### src/rtl/asp_pkg.sv
// constants and carrier types for the sram host port controller
package asp_pkg;
  localparam int ADDR_W = 17;
  localparam int DATA_W = 16;
  localparam int BYTE_W = 8;
  localparam int CLK_PERIOD_NS = 10;
  localparam int T_RC_NS = 55;
  localparam int T_AA_NS = 55;
  localparam int T_WC_NS = 55;
  localparam int T_WP_NS = 45;
  localparam int T_DW_NS = 25;
  localparam int T_HZ_NS = 20;
  localparam int T_RECOVER_MS = 5;
  localparam int NS_PER_MS = 1000000;
  // least times round up
  localparam int RD_CYC = (T_AA_NS + CLK_PERIOD_NS - 1) / CLK_PERIOD_NS;
  localparam int WP_CYC = (T_WP_NS + CLK_PERIOD_NS - 1) / CLK_PERIOD_NS;
  localparam int WC_CYC = (T_WC_NS + CLK_PERIOD_NS - 1) / CLK_PERIOD_NS;
  localparam int RC_CYC = (T_RC_NS + CLK_PERIOD_NS - 1) / CLK_PERIOD_NS;
  localparam int HZ_CYC = (T_HZ_NS + CLK_PERIOD_NS - 1) / CLK_PERIOD_NS;
  localparam int REC_CYC = T_RECOVER_MS * (NS_PER_MS / CLK_PERIOD_NS);
  localparam int CNT_W = 20;
  // sampler stages between the lane pins and the captured word
  localparam int SYNC_CYC = 3;

  typedef struct packed {
    logic [ADDR_W-1:0] index;
    logic [DATA_W-1:0] wdata;
    logic low_en;
    logic high_en;
    logic write;
  } asp_req_t;

  typedef struct packed {
    logic select_n;
    logic store_n;
    logic drive_en_n;
    logic low_lane_enable_n;
    logic high_lane_enable_n;
  } asp_strobe_t;

  typedef enum logic [2:0] {
    ST_RECOVER, ST_IDLE, ST_WRITE, ST_WGAP, ST_READ, ST_RGAP
  } asp_state_t;
endpackage : asp_pkg
### src/rtl/asp_host.sv
// host controller driving an asynchronous 128k x 16 sram over its pins
`timescale 1ns/1ns
module asp_host #(
  parameter int RECOVER_CYCLES = asp_pkg::REC_CYC
) (
  input wire logic CLK_SYS,
  input wire logic RESETN,
  input wire logic REQ_VALID,
  input wire asp_pkg::asp_req_t REQ,
  input wire logic RETAIN,
  output logic REQ_READY,
  output logic RD_VALID,
  output logic [asp_pkg::DATA_W-1:0] RD_DATA,
  output logic WR_DONE,
  output logic [asp_pkg::ADDR_W-1:0] WORD_INDEX,
  output asp_pkg::asp_strobe_t STROBES,
  output logic [asp_pkg::DATA_W-1:0] DATA_LANES_O,
  output logic DATA_LANES_OE,
  input wire logic [asp_pkg::DATA_W-1:0] DATA_LANES_I
);
  asp_pkg::asp_state_t state_q;
  logic [asp_pkg::CNT_W-1:0] cnt_q;
  asp_pkg::asp_req_t req_q;
  logic [asp_pkg::DATA_W-1:0] s1_q, s2_q, s3_q;
  // decoded controls
  logic take;
  logic [asp_pkg::DATA_W-1:0] lane_mask;
  logic rd_due;
  logic rd_settled;
  logic rd_ok;

  // three-stage sampling of the read lanes
  always_ff @(posedge CLK_SYS or negedge RESETN) begin
    if (!RESETN) begin
      s1_q <= '0;
      s2_q <= '0;
      s3_q <= '0;
    end else begin
      s1_q <= DATA_LANES_I;
      s2_q <= s1_q;
      s3_q <= s2_q;
    end
  end

  always_ff @(posedge CLK_SYS or negedge RESETN) begin
    if (!RESETN) begin
      state_q <= asp_pkg::ST_RECOVER;
      cnt_q <= '0;
      req_q <= '0;
    end else begin
      case (state_q)
        asp_pkg::ST_RECOVER: begin
          // wait out recovery after retention or reset
          if (RETAIN) begin
            cnt_q <= '0;
          end else if (cnt_q >= asp_pkg::CNT_W'(RECOVER_CYCLES - 1)) begin
            cnt_q <= '0;
            state_q <= asp_pkg::ST_IDLE;
          end else begin
            cnt_q <= cnt_q + 1'b1;
          end
        end
        asp_pkg::ST_IDLE: begin
          cnt_q <= '0;
          // an offer seen while ready is low simply waits
          // a take wins over retention, as ready was already shown
          if (take) begin
            req_q <= REQ; // held for whole access
            state_q <= REQ.write ? asp_pkg::ST_WRITE : asp_pkg::ST_READ;
          end else if (RETAIN) begin
            state_q <= asp_pkg::ST_RECOVER;
          end
        end
        asp_pkg::ST_WRITE: begin
          // strobe low long enough; data valid throughout
          if (cnt_q >= asp_pkg::CNT_W'(asp_pkg::WP_CYC - 1)) begin
            cnt_q <= '0;
            state_q <= asp_pkg::ST_WGAP;
          end else begin
            cnt_q <= cnt_q + 1'b1;
          end
        end
        asp_pkg::ST_WGAP: begin
          // finish write cycle time
          if (cnt_q >= asp_pkg::CNT_W'(asp_pkg::WC_CYC - asp_pkg::WP_CYC)) begin
            cnt_q <= '0;
            state_q <= asp_pkg::ST_IDLE;
          end else begin
            cnt_q <= cnt_q + 1'b1;
          end
        end
        asp_pkg::ST_READ: begin
          // access time then sampler latency
          if (rd_ok) begin
            cnt_q <= '0;
            state_q <= asp_pkg::ST_RGAP;
          end else begin
            cnt_q <= cnt_q + 1'b1;
          end
        end
        asp_pkg::ST_RGAP: begin
          // device release time before lanes may be driven
          if (cnt_q >= asp_pkg::CNT_W'(asp_pkg::HZ_CYC - 1)) begin
            cnt_q <= '0;
            state_q <= asp_pkg::ST_IDLE;
          end else begin
            cnt_q <= cnt_q + 1'b1;
          end
        end
        default: state_q <= asp_pkg::ST_RECOVER;
      endcase
    end
  end

  // request decode and read completion
  always_comb begin
    // ready is only ever high while idle, so this is the take edge
    take = REQ_VALID && REQ_READY && (REQ.low_en || REQ.high_en);
    // lanes the current access asked for
    lane_mask = {{asp_pkg::BYTE_W{req_q.high_en}},
                 {asp_pkg::BYTE_W{req_q.low_en}}};
    // access time plus sampler stages, counted from the take edge, a cycle before the strobes fall
    rd_due = cnt_q >= asp_pkg::CNT_W'(asp_pkg::RD_CYC + asp_pkg::SYNC_CYC);
    // second and third stage agree on the enabled lanes
    rd_settled = ((s2_q ^ s3_q) & lane_mask) == '0;
    rd_ok = rd_due && rd_settled;
  end

  // index moves on the take edge, a cycle before the strobes fall
  always_ff @(posedge CLK_SYS or negedge RESETN) begin
    if (!RESETN) begin
      WORD_INDEX <= '0;
    end else if (take) begin
      // then holds until the next take
      WORD_INDEX <= REQ.index;
    end
  end

  // strobes, registered; all high outside an access
  always_ff @(posedge CLK_SYS or negedge RESETN) begin
    if (!RESETN) begin
      STROBES <= '1;
    end else begin
      STROBES <= '1;
      case (state_q)
        asp_pkg::ST_WRITE: begin
          // select, store and lanes fall together
          STROBES.select_n <= 1'b0;
          STROBES.store_n <= 1'b0;
          STROBES.low_lane_enable_n <= ~req_q.low_en;
          STROBES.high_lane_enable_n <= ~req_q.high_en;
        end
        asp_pkg::ST_READ: begin
          // store stays high so a read never writes
          STROBES.select_n <= 1'b0;
          STROBES.drive_en_n <= 1'b0;
          STROBES.low_lane_enable_n <= ~req_q.low_en;
          STROBES.high_lane_enable_n <= ~req_q.high_en;
        end
        default: begin
          // gaps, idle and recovery: deselected
          STROBES <= '1;
        end
      endcase
    end
  end

  // write data and lane drive
  always_ff @(posedge CLK_SYS or negedge RESETN) begin
    if (!RESETN) begin
      DATA_LANES_O <= '0;
      DATA_LANES_OE <= 1'b0;
    end else begin
      DATA_LANES_OE <= 1'b0;
      // data itself is left in place between writes
      if (state_q == asp_pkg::ST_WRITE) begin
        DATA_LANES_O <= req_q.wdata;
        // drive enable is high here, so no clash
        DATA_LANES_OE <= 1'b1;
      end else if (state_q == asp_pkg::ST_WGAP && cnt_q == '0) begin
        // one cycle past the window covers data hold
        DATA_LANES_OE <= 1'b1;
      end
    end
  end

  // ready drops on the cycle after a take so one request is taken once
  always_ff @(posedge CLK_SYS or negedge RESETN) begin
    if (!RESETN) begin
      REQ_READY <= 1'b0;
    end else begin
      // registered, so it lags the state by one cycle
      REQ_READY <= (state_q == asp_pkg::ST_IDLE) && !RETAIN &&
                   !(REQ_VALID && REQ_READY);
    end
  end

  // read result; an unselected byte reads as zero
  always_ff @(posedge CLK_SYS or negedge RESETN) begin
    if (!RESETN) begin
      RD_VALID <= 1'b0;
      RD_DATA <= '0;
    end else begin
      RD_VALID <= 1'b0;
      if (state_q == asp_pkg::ST_READ && rd_ok) begin
        RD_VALID <= 1'b1;
        // floating lanes toggle, so mask rather than trust them
        RD_DATA <= s3_q & lane_mask;
      end
    end
  end

  // one pulse on the cycle the store strobe rises
  always_ff @(posedge CLK_SYS or negedge RESETN) begin
    if (!RESETN) begin
      WR_DONE <= 1'b0;
    end else begin
      // first gap cycle is the one after the window closes
      WR_DONE <= (state_q == asp_pkg::ST_WGAP) && (cnt_q == '0);
    end
  end
endmodule : asp_host

### config.mk
export PLATFORM = sky130hd
export DESIGN_NAME = asp_host
export DESIGN_NICKNAME = d
export VERILOG_FILES = /design/src/rtl/asp_pkg.sv /design/src/rtl/asp_host.sv
export SDC_FILE = /design/constraint.sdc
export NUM_CORES = 1
export LEC_CHECK = 0
export BUFFER_PORTS_ARGS = -buffer_cell sky130_fd_sc_hd__clkbuf_2
export CAP_MARGIN = 10
export CELL_PAD_IN_SITES_DETAIL_PLACEMENT = 1
export CELL_PAD_IN_SITES_GLOBAL_PLACEMENT = 1
export CORE_ASPECT_RATIO = 1.5
export CORE_MARGIN = 2
export CORE_UTILIZATION = 33
export CTS_BUF_LIST = sky130_fd_sc_hd__clkbuf_8
export CTS_CLUSTER_DIAMETER = 60
export DETAILED_ROUTE_END_ITERATION = 7
export MAX_ROUTING_LAYER = met4
export PLACE_DENSITY = 0.65
export SETUP_SLACK_MARGIN = 0.02
export SLEW_MARGIN = 10
export SYNTH_ARGS = -nofsm -noshare
export SYNTH_HDL_FRONTEND = slang
export SYNTH_SLANG_ARGS = --single-unit
### constraint.sdc
create_clock -name CLK_SYS -period 2.5 [get_ports CLK_SYS]
set_input_delay 0.125 -clock CLK_SYS [delete_from_list [all_inputs] [get_ports CLK_SYS]]
set_output_delay 0.125 -clock CLK_SYS [all_outputs]
set_load 0.05 [all_outputs]
# Yosys cells after proc, flatten, opt, wreduce, memory -nomap -nowiden
# Index checks and enable logic that the tools add are counted.
# W data, S select, Z words.
dict set report word_totals {
  ram_bits 0
  in_bits 56
  elab_cells 81
  reg_bits 147
  mem_count 0
  latch_bits 0
  mem_bits_ro 0
}
dict set report classes {
  n_mux 22
  addsub 1
  order_cmp 4
  div 0
  eq_ne 11
  reduce_logical 18
  n_shift 0
  n_mul 0
  bitwise 5
}
# cell n
set op_table {}
lappend op_table {{$mux W20} 5}
lappend op_table {{$pmux W20 S5} 1}
lappend op_table {{$and A16 B16 Y16} 2}
lappend op_table {{$mux W3} 8}
lappend op_table {{$add A20 B1 Y20 const B} 1}
lappend op_table {{$ge A20 B1 Y1 const B} 1}
lappend op_table {{$ge A20 B19 Y1 const B} 1}
lappend op_table {{$ge A20 B3 Y1 const B} 1}
lappend op_table {{$ge A20 B4 Y1 const B} 1}
lappend op_table {{$logic_not A20 Y1} 1}
lappend op_table {{$logic_not A16 Y1} 1}
lappend op_table {{$xor A16 B16 Y16} 1}
lappend op_table {{$pmux W3 S5} 1}
lappend op_table {{$ne A2 B2 Y1 const B} 4}
lappend op_table {{$logic_and A1 B1 Y1} 7}
lappend op_table {{$eq A3 B2 Y1 const B} 2}
lappend op_table {{$eq A3 B3 Y1 const B} 2}
lappend op_table {{$mux W1} 6}
lappend op_table {{$reduce_and A6 Y1} 1}
lappend op_table {{$reduce_bool A5 Y1} 1}
lappend op_table {{$reduce_or A2 Y1} 2}
lappend op_table {{$eq A3 B1 Y1 const B} 1}
lappend op_table {{$logic_not A3 Y1} 1}
lappend op_table {{$ne A3 B3 Y1 const B} 1}
lappend op_table {{6 further kinds} 8}

# Depth between registers and ports, before layout
# Gate-level depths: netlist (run 1).
dict set report logic_depth {
  depth_word 6
  mapped_depth 9
}

# Least setup slack after synthesis (run 1)
# No wires, ideal clock.
dict set report synth_timing {
  path_type {reg2reg}
  start {register cnt_q[0] (netlist bit)}
  end {register cnt_q[19] (netlist bit)}
  setup_ns 0.123
  n_path_buf 1
  setup_slack_ns 0.592
  arrival_time_ns 1.786
  stages_incl_launch_ff 10
  required_ns 2.377
  period_less_slack_ns 1.908
  cell_sequence {dfrtp_1 > inv_1 > ha_1 > or2b_1 > a21oi_1 > o2111ai_1 > o21ai_2 > nor3_4 > buf_8 > nor2_4}
}
dict set report synth_via {
  elab_chain_cells 4
  elab_cells_between_ends 12
}
# item line
set synth_rtl {}
lappend synth_rtl {{from (decl)} asp_host.sv:22} ;# logic [asp_pkg::CNT_W-1:0] cnt_q;
lappend synth_rtl {{from (signal assigned)} asp_host.sv:60} ;# cnt_q <= cnt_q + 1'b1;
lappend synth_rtl {{from (signal assigned)} asp_host.sv:80} ;# cnt_q <= cnt_q + 1'b1;
lappend synth_rtl {{from (signal assigned)} asp_host.sv:89} ;# cnt_q <= cnt_q + 1'b1;
lappend synth_rtl {{$add A20 B1 Y20 (tied with other cells)} -}
lappend synth_rtl {{$mux W20 or $logic_and A1 B1 Y1 (tied branches)} {asp_host.sv:56, asp_host.sv:126}}
lappend synth_rtl {{$mux W20 (on tied branches)} {asp_host.sv:54, asp_host.sv:94}}
lappend synth_rtl {{$pmux W20 S5 (*)} asp_host.sv:51} ;# case (state_q)
# Every way passes the cells marked *; elsewhere a longest branch is shown, timed or not.
# A chain may end at the register's enable or synchronous reset.

# Worst setup path after layout (run 1)
dict set report layout_timing {
  start {register cnt_q[0] (netlist bit)}
  end {register cnt_q[8] (netlist bit)}
}
# Same word-level chain as after synthesis.

==> results by group, run 1 <==
Outcome
  – Outcome: complete, no violations

Setup path
  – Most frequent CP cell: buf_12
  – R2r endpoint: cnt_q[8]
  – Critical Path Start Type: flop
  – Crit-path cells: inv_1, ha_1, or2b_1, o21ai_0, nand3_2, a31oi_4, nor3_4, buf_12, buf_12, nor2_2
  – Reg2Reg Launch Point: cnt_q[0]
  – Worst Path Required: 2.89 ns
  – Max Fanout on Critical Path: 10
  – Worst Reg-to-Reg Cells: 10
  – Setup crit end kind: flop
  – CP max stage cell: dfrtp_1
  – Reg2Reg Setup Slack: 0.22 ns
  – Crit-path max cell delay: 0.42 ns
  – Crit path DAT: 2.66 ns
  – Critical path type: reg2reg

Yosys
  – Yosys top cell by area: dfrtp_1
  – Post-synth top flop: dfrtp_1
  – Mapped Area: 5640 um^2
  – Yosys top cell area share: 63.0%
  – Area contributors post-synth: dfrtp_1 63%, mux2_2 6.8%, nand2_1 6.6%, xnor2_1 3.4%, o21ai_0 2.7%
  – Sequential share of the synthesized area: 65.3%
  – Most common cell in the synthesized netlist: dfrtp_1
  – Ys Warns: 0
  – Gate Count Post-Synth: 459
  – Post-synthesis average cell area: 12.3 um^2
  – Synth async-reset ratio: 100%
  – Synth cell count leaders: 142 x dfrtp_1, 99 x nand2_1, 34 x mux2_2
  – Yosys reg bits: 147
  – Syn nets: 518
  – Number of synthesized flops with an enable pin: 0
  – Yosys cell types: 52

STA
  – Period utilization: 91.0%
  – Slew margin rel.: 57.9%
  – Unrepaired setup endpoints after global routing: no
  – Hold_ws: 0.0415 ns
  – Final Max Tran Viols: 0
  – Setup TNS: 0 ns
  – Least-Margin Pin Slew: 0.632 ns
  – Worst Clk Skew: 0.0113 ns
  – Final Hold Viols: 0
  – F_max: 439 MHz
  – Final min period: 2.28 ns
  – Final setup fails: 0

Global routing
  – Initial antenna violation count: 0
  – Total grt overflow: 0
  – GRT Util Overall: 17.3%
  – First-pass GRT wire length: 23300 um
  – Vias in the first global route: 4607
  – Largest net degree at the start of global routing: 67

Worst hold path
  – Hold endpoint: REQ_READY
  – Cell depth of the worst hold path: 3
  – Hold Crit Start: RETAIN
  – Hold crit path type: in2reg

Clock network
  – CTS H-tree depth: 4
  – Clock latency on the worst-skew pair: 0.46 ns
  – Clk buf depth: 2
  – Clock slew at reported path FFs: 0.08 ns
  – Resized cells post-CTS: 0
  – CTS Sinks: 147
  – CTS root buffer: clkbuf_8
  – Num CTS Buffers: 17
  – TritonCTS clock tree: built

Finish
  – Ratio of cells with drive above 1 in the final layout: 34.4%
  – Fillers: 1809
  – Layout Cells excl Fill: 869
  – Area grow syn2layout: 32.8%
  – Antenna cells: 0
  – Design area: 7490 um^2
  – Storage cell area: 3680 um^2
  – Fin util: 44.7%
  – Multi-input logic area: 1840 um^2
  – Fin nets: 705

Power and ir drop
  – Leak pwr: 3.66 nW
  – Net switching power: 0.00189 W
  – Clock power share: 32.7%
  – Switching part of the total power: 32.4%
  – Power Density: 781 nW/um^2
  – Seq pwr share: 46.5%
  – Comb power frac: 20.8%
  – Maximum VDD drop: 403 uV
  – Cell internal pwr: 0.00396 W

Place
  – HPWL Detailed: 9900 um
  – Placed insts: 781
  – PortBufs: 113
  – Post-DP Area: 6510 um^2
  – Final Wtd Congestion: 0.821

Drt
  – 1st-iter DRT viols: 152
  – Wire per inst: 16.5 um
  – Vias/cell: 4.68
  – Routed via count: 4070
  – Post-route antenna net violation count: 0
  – DRC viols: 0
  – First-pass DRT Iterations: 4
  – Routed WL: 14400 um

Floorplanning
  – Die Height: 164 um
  – IO Pins: 114
  – Die Wd: 111 um
  – Die area: 18200 um^2
  – Row count: 58
  – CORE AREA: 16800 um^2
  – Initial Util: 33.6%

Job
  – Maxcap violations: 0
## state kept, by name, summed over array words and instances (netlist names)
signal and count:
DATA_LANES_O 16, DATA_LANES_OE 1, RD_DATA 16, RD_VALID 1, REQ_READY 1, STROBES 5
WORD_INDEX 17, WR_DONE 1, cnt_q 20, lane_mask 2, req_q 16, s1_q 16
s2_q 16, s3_q 16, state_q 3
## repair_timing
action,CTS,global route
hold buffers,54,0
setup endpoints to repair,0,9
buffers inserted,0,2
endpoints found under the hold margin,117,0
## cell usage in the layout (no fill, tap or decap), types with 4 or more instances in the layout
cell type / instances
dlygate4sd3_1: 54
nand3_1: 6
inv_1: 9
dfrtp_1: 142
mux2_2: 34
nor2_2: 10
and3_1: 4
nor2_1: 19
buf_4: 11
xor2_1: 7
dfstp_2: 5
nand2_1: 99
clkbuf_8: 21
nand4_1: 9
clkbuf_2: 112
o21ai_0: 30
a21oi_1: 5
xnor2_1: 22
## power by group through the flow
| stage | Combinational, W | Clock, W | Sequential, W |
|---|---|---|---|
| 2_1_floorplan | 0.000356 | 0 | 0.00316 |
| 6_report | 0.00122 | 0.00191 | 0.00272 |
| 4_1_cts | 0.00118 | 0.00196 | 0.00272 |
| 3_5_place_dp | 0.00111 | 0 | 0.00276 |
| 3_3_place_gp | 0.00108 | 0 | 0.00276 |
| 5_1_grt | 0.00130 | 0.00205 | 0.00275 |
## final cells by class
class	count	area share, %
sequential	147	49.2
multi-input combinational	290	24.5
timing repair buffer	181	16.8
clock buffer	21	3.86
tap	210	3.51
clock inverter	11	1.67
inverter	9	0.451
## logic make-up (layout without fill, tap and decap cells)
family | after synthesis | after routing | synth area share (%)
mux | 34 | 34 | 6.79
flops | 147 | 147 | 65.3
compound gates | 49 | 49 | 5.39
fa+ha+maj | 3 | 3 | 0.666
xor+xnor | 29 | 29 | 4.50
buf+inv | 22 | 222 | 2.08
simple gates | 175 | 175 | 15.2
## worst max-delay path: cells and delay by family, from the launching register on
| family | cells | cell delay [ns] |
|---|---|---|
| compound gates | 2 | 0.60 |
| flops | 1 | 0.42 |
| simple gates | 4 | 0.63 |
| fa+ha+maj | 1 | 0.16 |
| buf+inv | 3 | 0.42 |
## worst max-delay path by stage
stage / cells after the start / startpoint / slack, ns / end
floorplan: 9 / cnt_q[0] / 0.59 / cnt_q[19]
global placement: 9 / cnt_q[0] / 0.28 / cnt_q[19]
detailed placement: 8 / cnt_q[0] / 0.19 / cnt_q[11]
CTS: 9 / cnt_q[0] / 0.16 / cnt_q[8]
global route: 10 / cnt_q[0] / 0.1 / cnt_q[3]
finish: 10 / cnt_q[0] / 0.22 / cnt_q[8]
## routing by layer
metal	track usage, %	share of wire (%)	wire length (um)
met1	16.9	37	5380
met2	32.2	56	8070
met3	4.24	3.3	469
met4	7.84	3.2	454
met5	-	0	0
## through the flow
step                power, W  setup WS [ns]
floorplan            0.00352          0.592
global placement     0.00384          0.283
detailed placement   0.00387          0.191
CTS                  0.00586          0.162
global route         0.00611         0.0962
finish               0.00585          0.224
Note: power is estimated with default switching activity, not from simulation.
==> inputs of run 2 (changes only) <==
- CELL_PAD_IN_SITES_DETAIL_PLACEMENT: 1 -> 0
==> run 2 against run 1 <==
Net effect:
- via count shrank 1.9%
- wire length shrank 11%
- critical path depth is the same
- register-to-register slack gained 0.02 ns
- design area shrank 0.77%
- first-iteration DRC count grew 79%
- hold slack gained 0.0093 ns
- worst setup slack gained 0.024 ns
- sequential power is essentially flat
- non-clock buffer count is the same
- cell count is the same
==> results by group, run 2 (synthesis results as in run 1) <==
Outcome
  – Outcome: complete, no violations

Setup path
  – Worst Path Required: 2.89 ns (about the same)
  – Reg2Reg Setup Slack: 0.25 ns (+0.02 ns)
  – Critical path type: reg2reg
  – Delay-heaviest family, CP: simple AND/OR/NAND/NOR gates
  – CP bufs+invs: 3 (unchanged)
  – CP max stage cell: dfrtp_1
  – Max Fanout on Critical Path: 11 (+1)
  – Crit path DAT: 2.64 ns (-0.02 ns)
  – Crit-path max cell delay: 0.42 ns (about the same)
  – Most frequent CP cell: buf_12
  – Crit-path cells: inv_1, ha_1, or2b_1, o21ai_0, nand3_2, a31oi_4, nor3_4, buf_12, buf_12, nor2_2
  – Setup crit end kind: flop
  – Critical Path Start Type: flop

STA
  – Setup WS post-layout: 0.248 ns (+0.0238 ns)
  – Unrepaired setup endpoints after global routing: no
  – Worst Clk Skew: 0.0111 ns (-0.000225 ns)
  – Least-Margin Pin Slew: 0.630 ns (-0.00186 ns)
  – Final min period: 2.25 ns (-0.0238 ns)
  – Final setup fails: 0 (unchanged)
  – F_max: 444 MHz (+1.1%)
  – Final Max Tran Viols: 0 (unchanged)
  – Hold_ws: 0.0508 ns (+0.00929 ns)
  – Slew margin rel.: 58.0% (+0.12 points)
  – Setup TNS: 0 ns (unchanged)
  – Final Hold Viols: 0 (unchanged)
  – Period utilization: 90.1% (-0.95 points)

Floorplanning
  – Die area: 18200 um^2 (unchanged)
  – Die Wd: 111 um (unchanged)
  – Die Height: 164 um (unchanged)
  – Initial Util: 33.6% (unchanged)
  – Row count: 58 (unchanged)
  – IO Pins: 114 (unchanged)
  – CORE AREA: 16800 um^2 (unchanged)

Clock network
  – Num CTS Buffers: 17 (unchanged)
  – CTS Sinks: 147 (unchanged)
  – Clock slew at reported path FFs: 0.08 ns (about the same)
  – CTS H-tree depth: 4 (unchanged)
  – Clock latency on the worst-skew pair: 0.45 ns (about the same)
  – CTS root buffer: clkbuf_8
  – TritonCTS clock tree: built
  – Clk buf depth: 2 (unchanged)

Global routing
  – Vias in the first global route: 4329 (-6.0%)
  – GRT Util Overall: 15.6% (-1.6 points)
  – Largest net degree at the start of global routing: 67 (unchanged)
  – Initial antenna violation count: 0 (unchanged)
  – First-pass GRT wire length: 21300 um (-9.0%)
  – Total grt overflow: 0 (unchanged)

Finish
  – Max FFs per register: 20 (unchanged)
  – Area grow syn2layout: 31.7%
  – Most flop-heavy register: cnt_q
  – Largest regs: cnt_q (20), WORD_INDEX (17)
  – Antenna cells: 0 (unchanged)
  – Most frequent cells in the layout: 142 x dfrtp_1, 112 x clkbuf_2, 99 x nand2_1
  – Ratio of cells with drive above 1 in the final layout: 34.1% (-0.30 points)
  – Commonest non-fill, non-tap cell in the layout: dfrtp_1
  – Fin nets: 705 (unchanged)

Drt
  – First-pass DRT Iterations: 4 (unchanged)
  – Wire per inst: 14.8 um (-11%)
  – DRC viols: 0 (unchanged)
  – Post-route antenna net violation count: 0 (unchanged)
  – Vias/cell: 4.59 (-1.9%)
  – 1st-iter DRT viols: 272 (+79%)
  – Routed via count: 3992 (-1.9%)
  – Routed WL: 12800 um (-11%)

Place
  – Place WS: 0.197 ns (+0.00596 ns)
  – PortBufs: 113 (unchanged)
  – HPWL Detailed: 9030 um (-8.8%)
  – Final Wtd Congestion: 0.821 (unchanged)

Power and ir drop
  – Power Density: 751 nW/um^2 (-3.8%)
  – Leak pwr: 3.65 nW (-0.32%)
  – Maximum VDD drop: 514 uV (+28%)

Job
  – Maxcap violations: 0 (unchanged)

Worst hold path
  – Hold crit path type: in2reg
-- run 2: repair_timing --
action | in CTS | in global routing
resized for setup | 0 | 0
setup buffers | 0 | 2
endpoints found under the setup margin | 0 | 5
hold buffers | 54 | 0
endpoints found under the hold margin | 117 | 0
-- run 2: per-layer routing --
metal  up-vias  GRT usage (%)  share of wire [%]
met5         -              -                  0
met4         0           7.73                2.9
met3        28           4.02                3.9
met2       102           28.2                 55
met1      1943           15.7                 38
li1       1919              -                  -
-- run 2: power by group --
part | total (W) | switching [W] | internal [W]
logic | 0.00119 | 0.000807 | 0.000380
registers | 0.00272 | 0.000138 | 0.00258
clock network | 0.00168 | 0.000902 | 0.000777
-- run 2: through the flow --
step | instances | utilization [%] | power [W] | instance area, um^2
after floorplan | 459 | - | 0.00352 | 5640
after global placement | 781 | 38.8 | 0.00384 | 6510
after detailed placement | 781 | 38.8 | 0.00385 | 6510
after CTS | 867 | 44.2 | 0.00563 | 7400
after global routing | 869 | 44.3 | 0.00588 | 7430
final | 869 | 44.3 | 0.00558 | 7430
-- run 2: cell type report --
type	count	area, um^2
multi-input combinational	290	1840
tap	210	263
fill	1563	9330
clock buffer	17	234
clock inverter	15	123
sequential	147	3680
inverter	9	33.8
timing repair buffer	181	1250
-- run 2: final timing paths --
check	endpoint	startpoint	cells past startpoint
setup / recovery	cnt_q[2]	cnt_q[0]	10
hold / removal	REQ_READY	RETAIN	3
max in group asynchronous	STROBES[2]	RESETN	3
hold reg to reg	s2_q[9]	s1_q[9]	0
min in group asynchronous	WORD_INDEX[8]	RESETN	2
setup reg to reg	cnt_q[2]	cnt_q[0]	10
-- run 2: tightest hold or removal path, stage by stage --
cell and delay, ns:
clkbuf_2 0.15, nand3b_1 0.14, a21oi_1 0.04
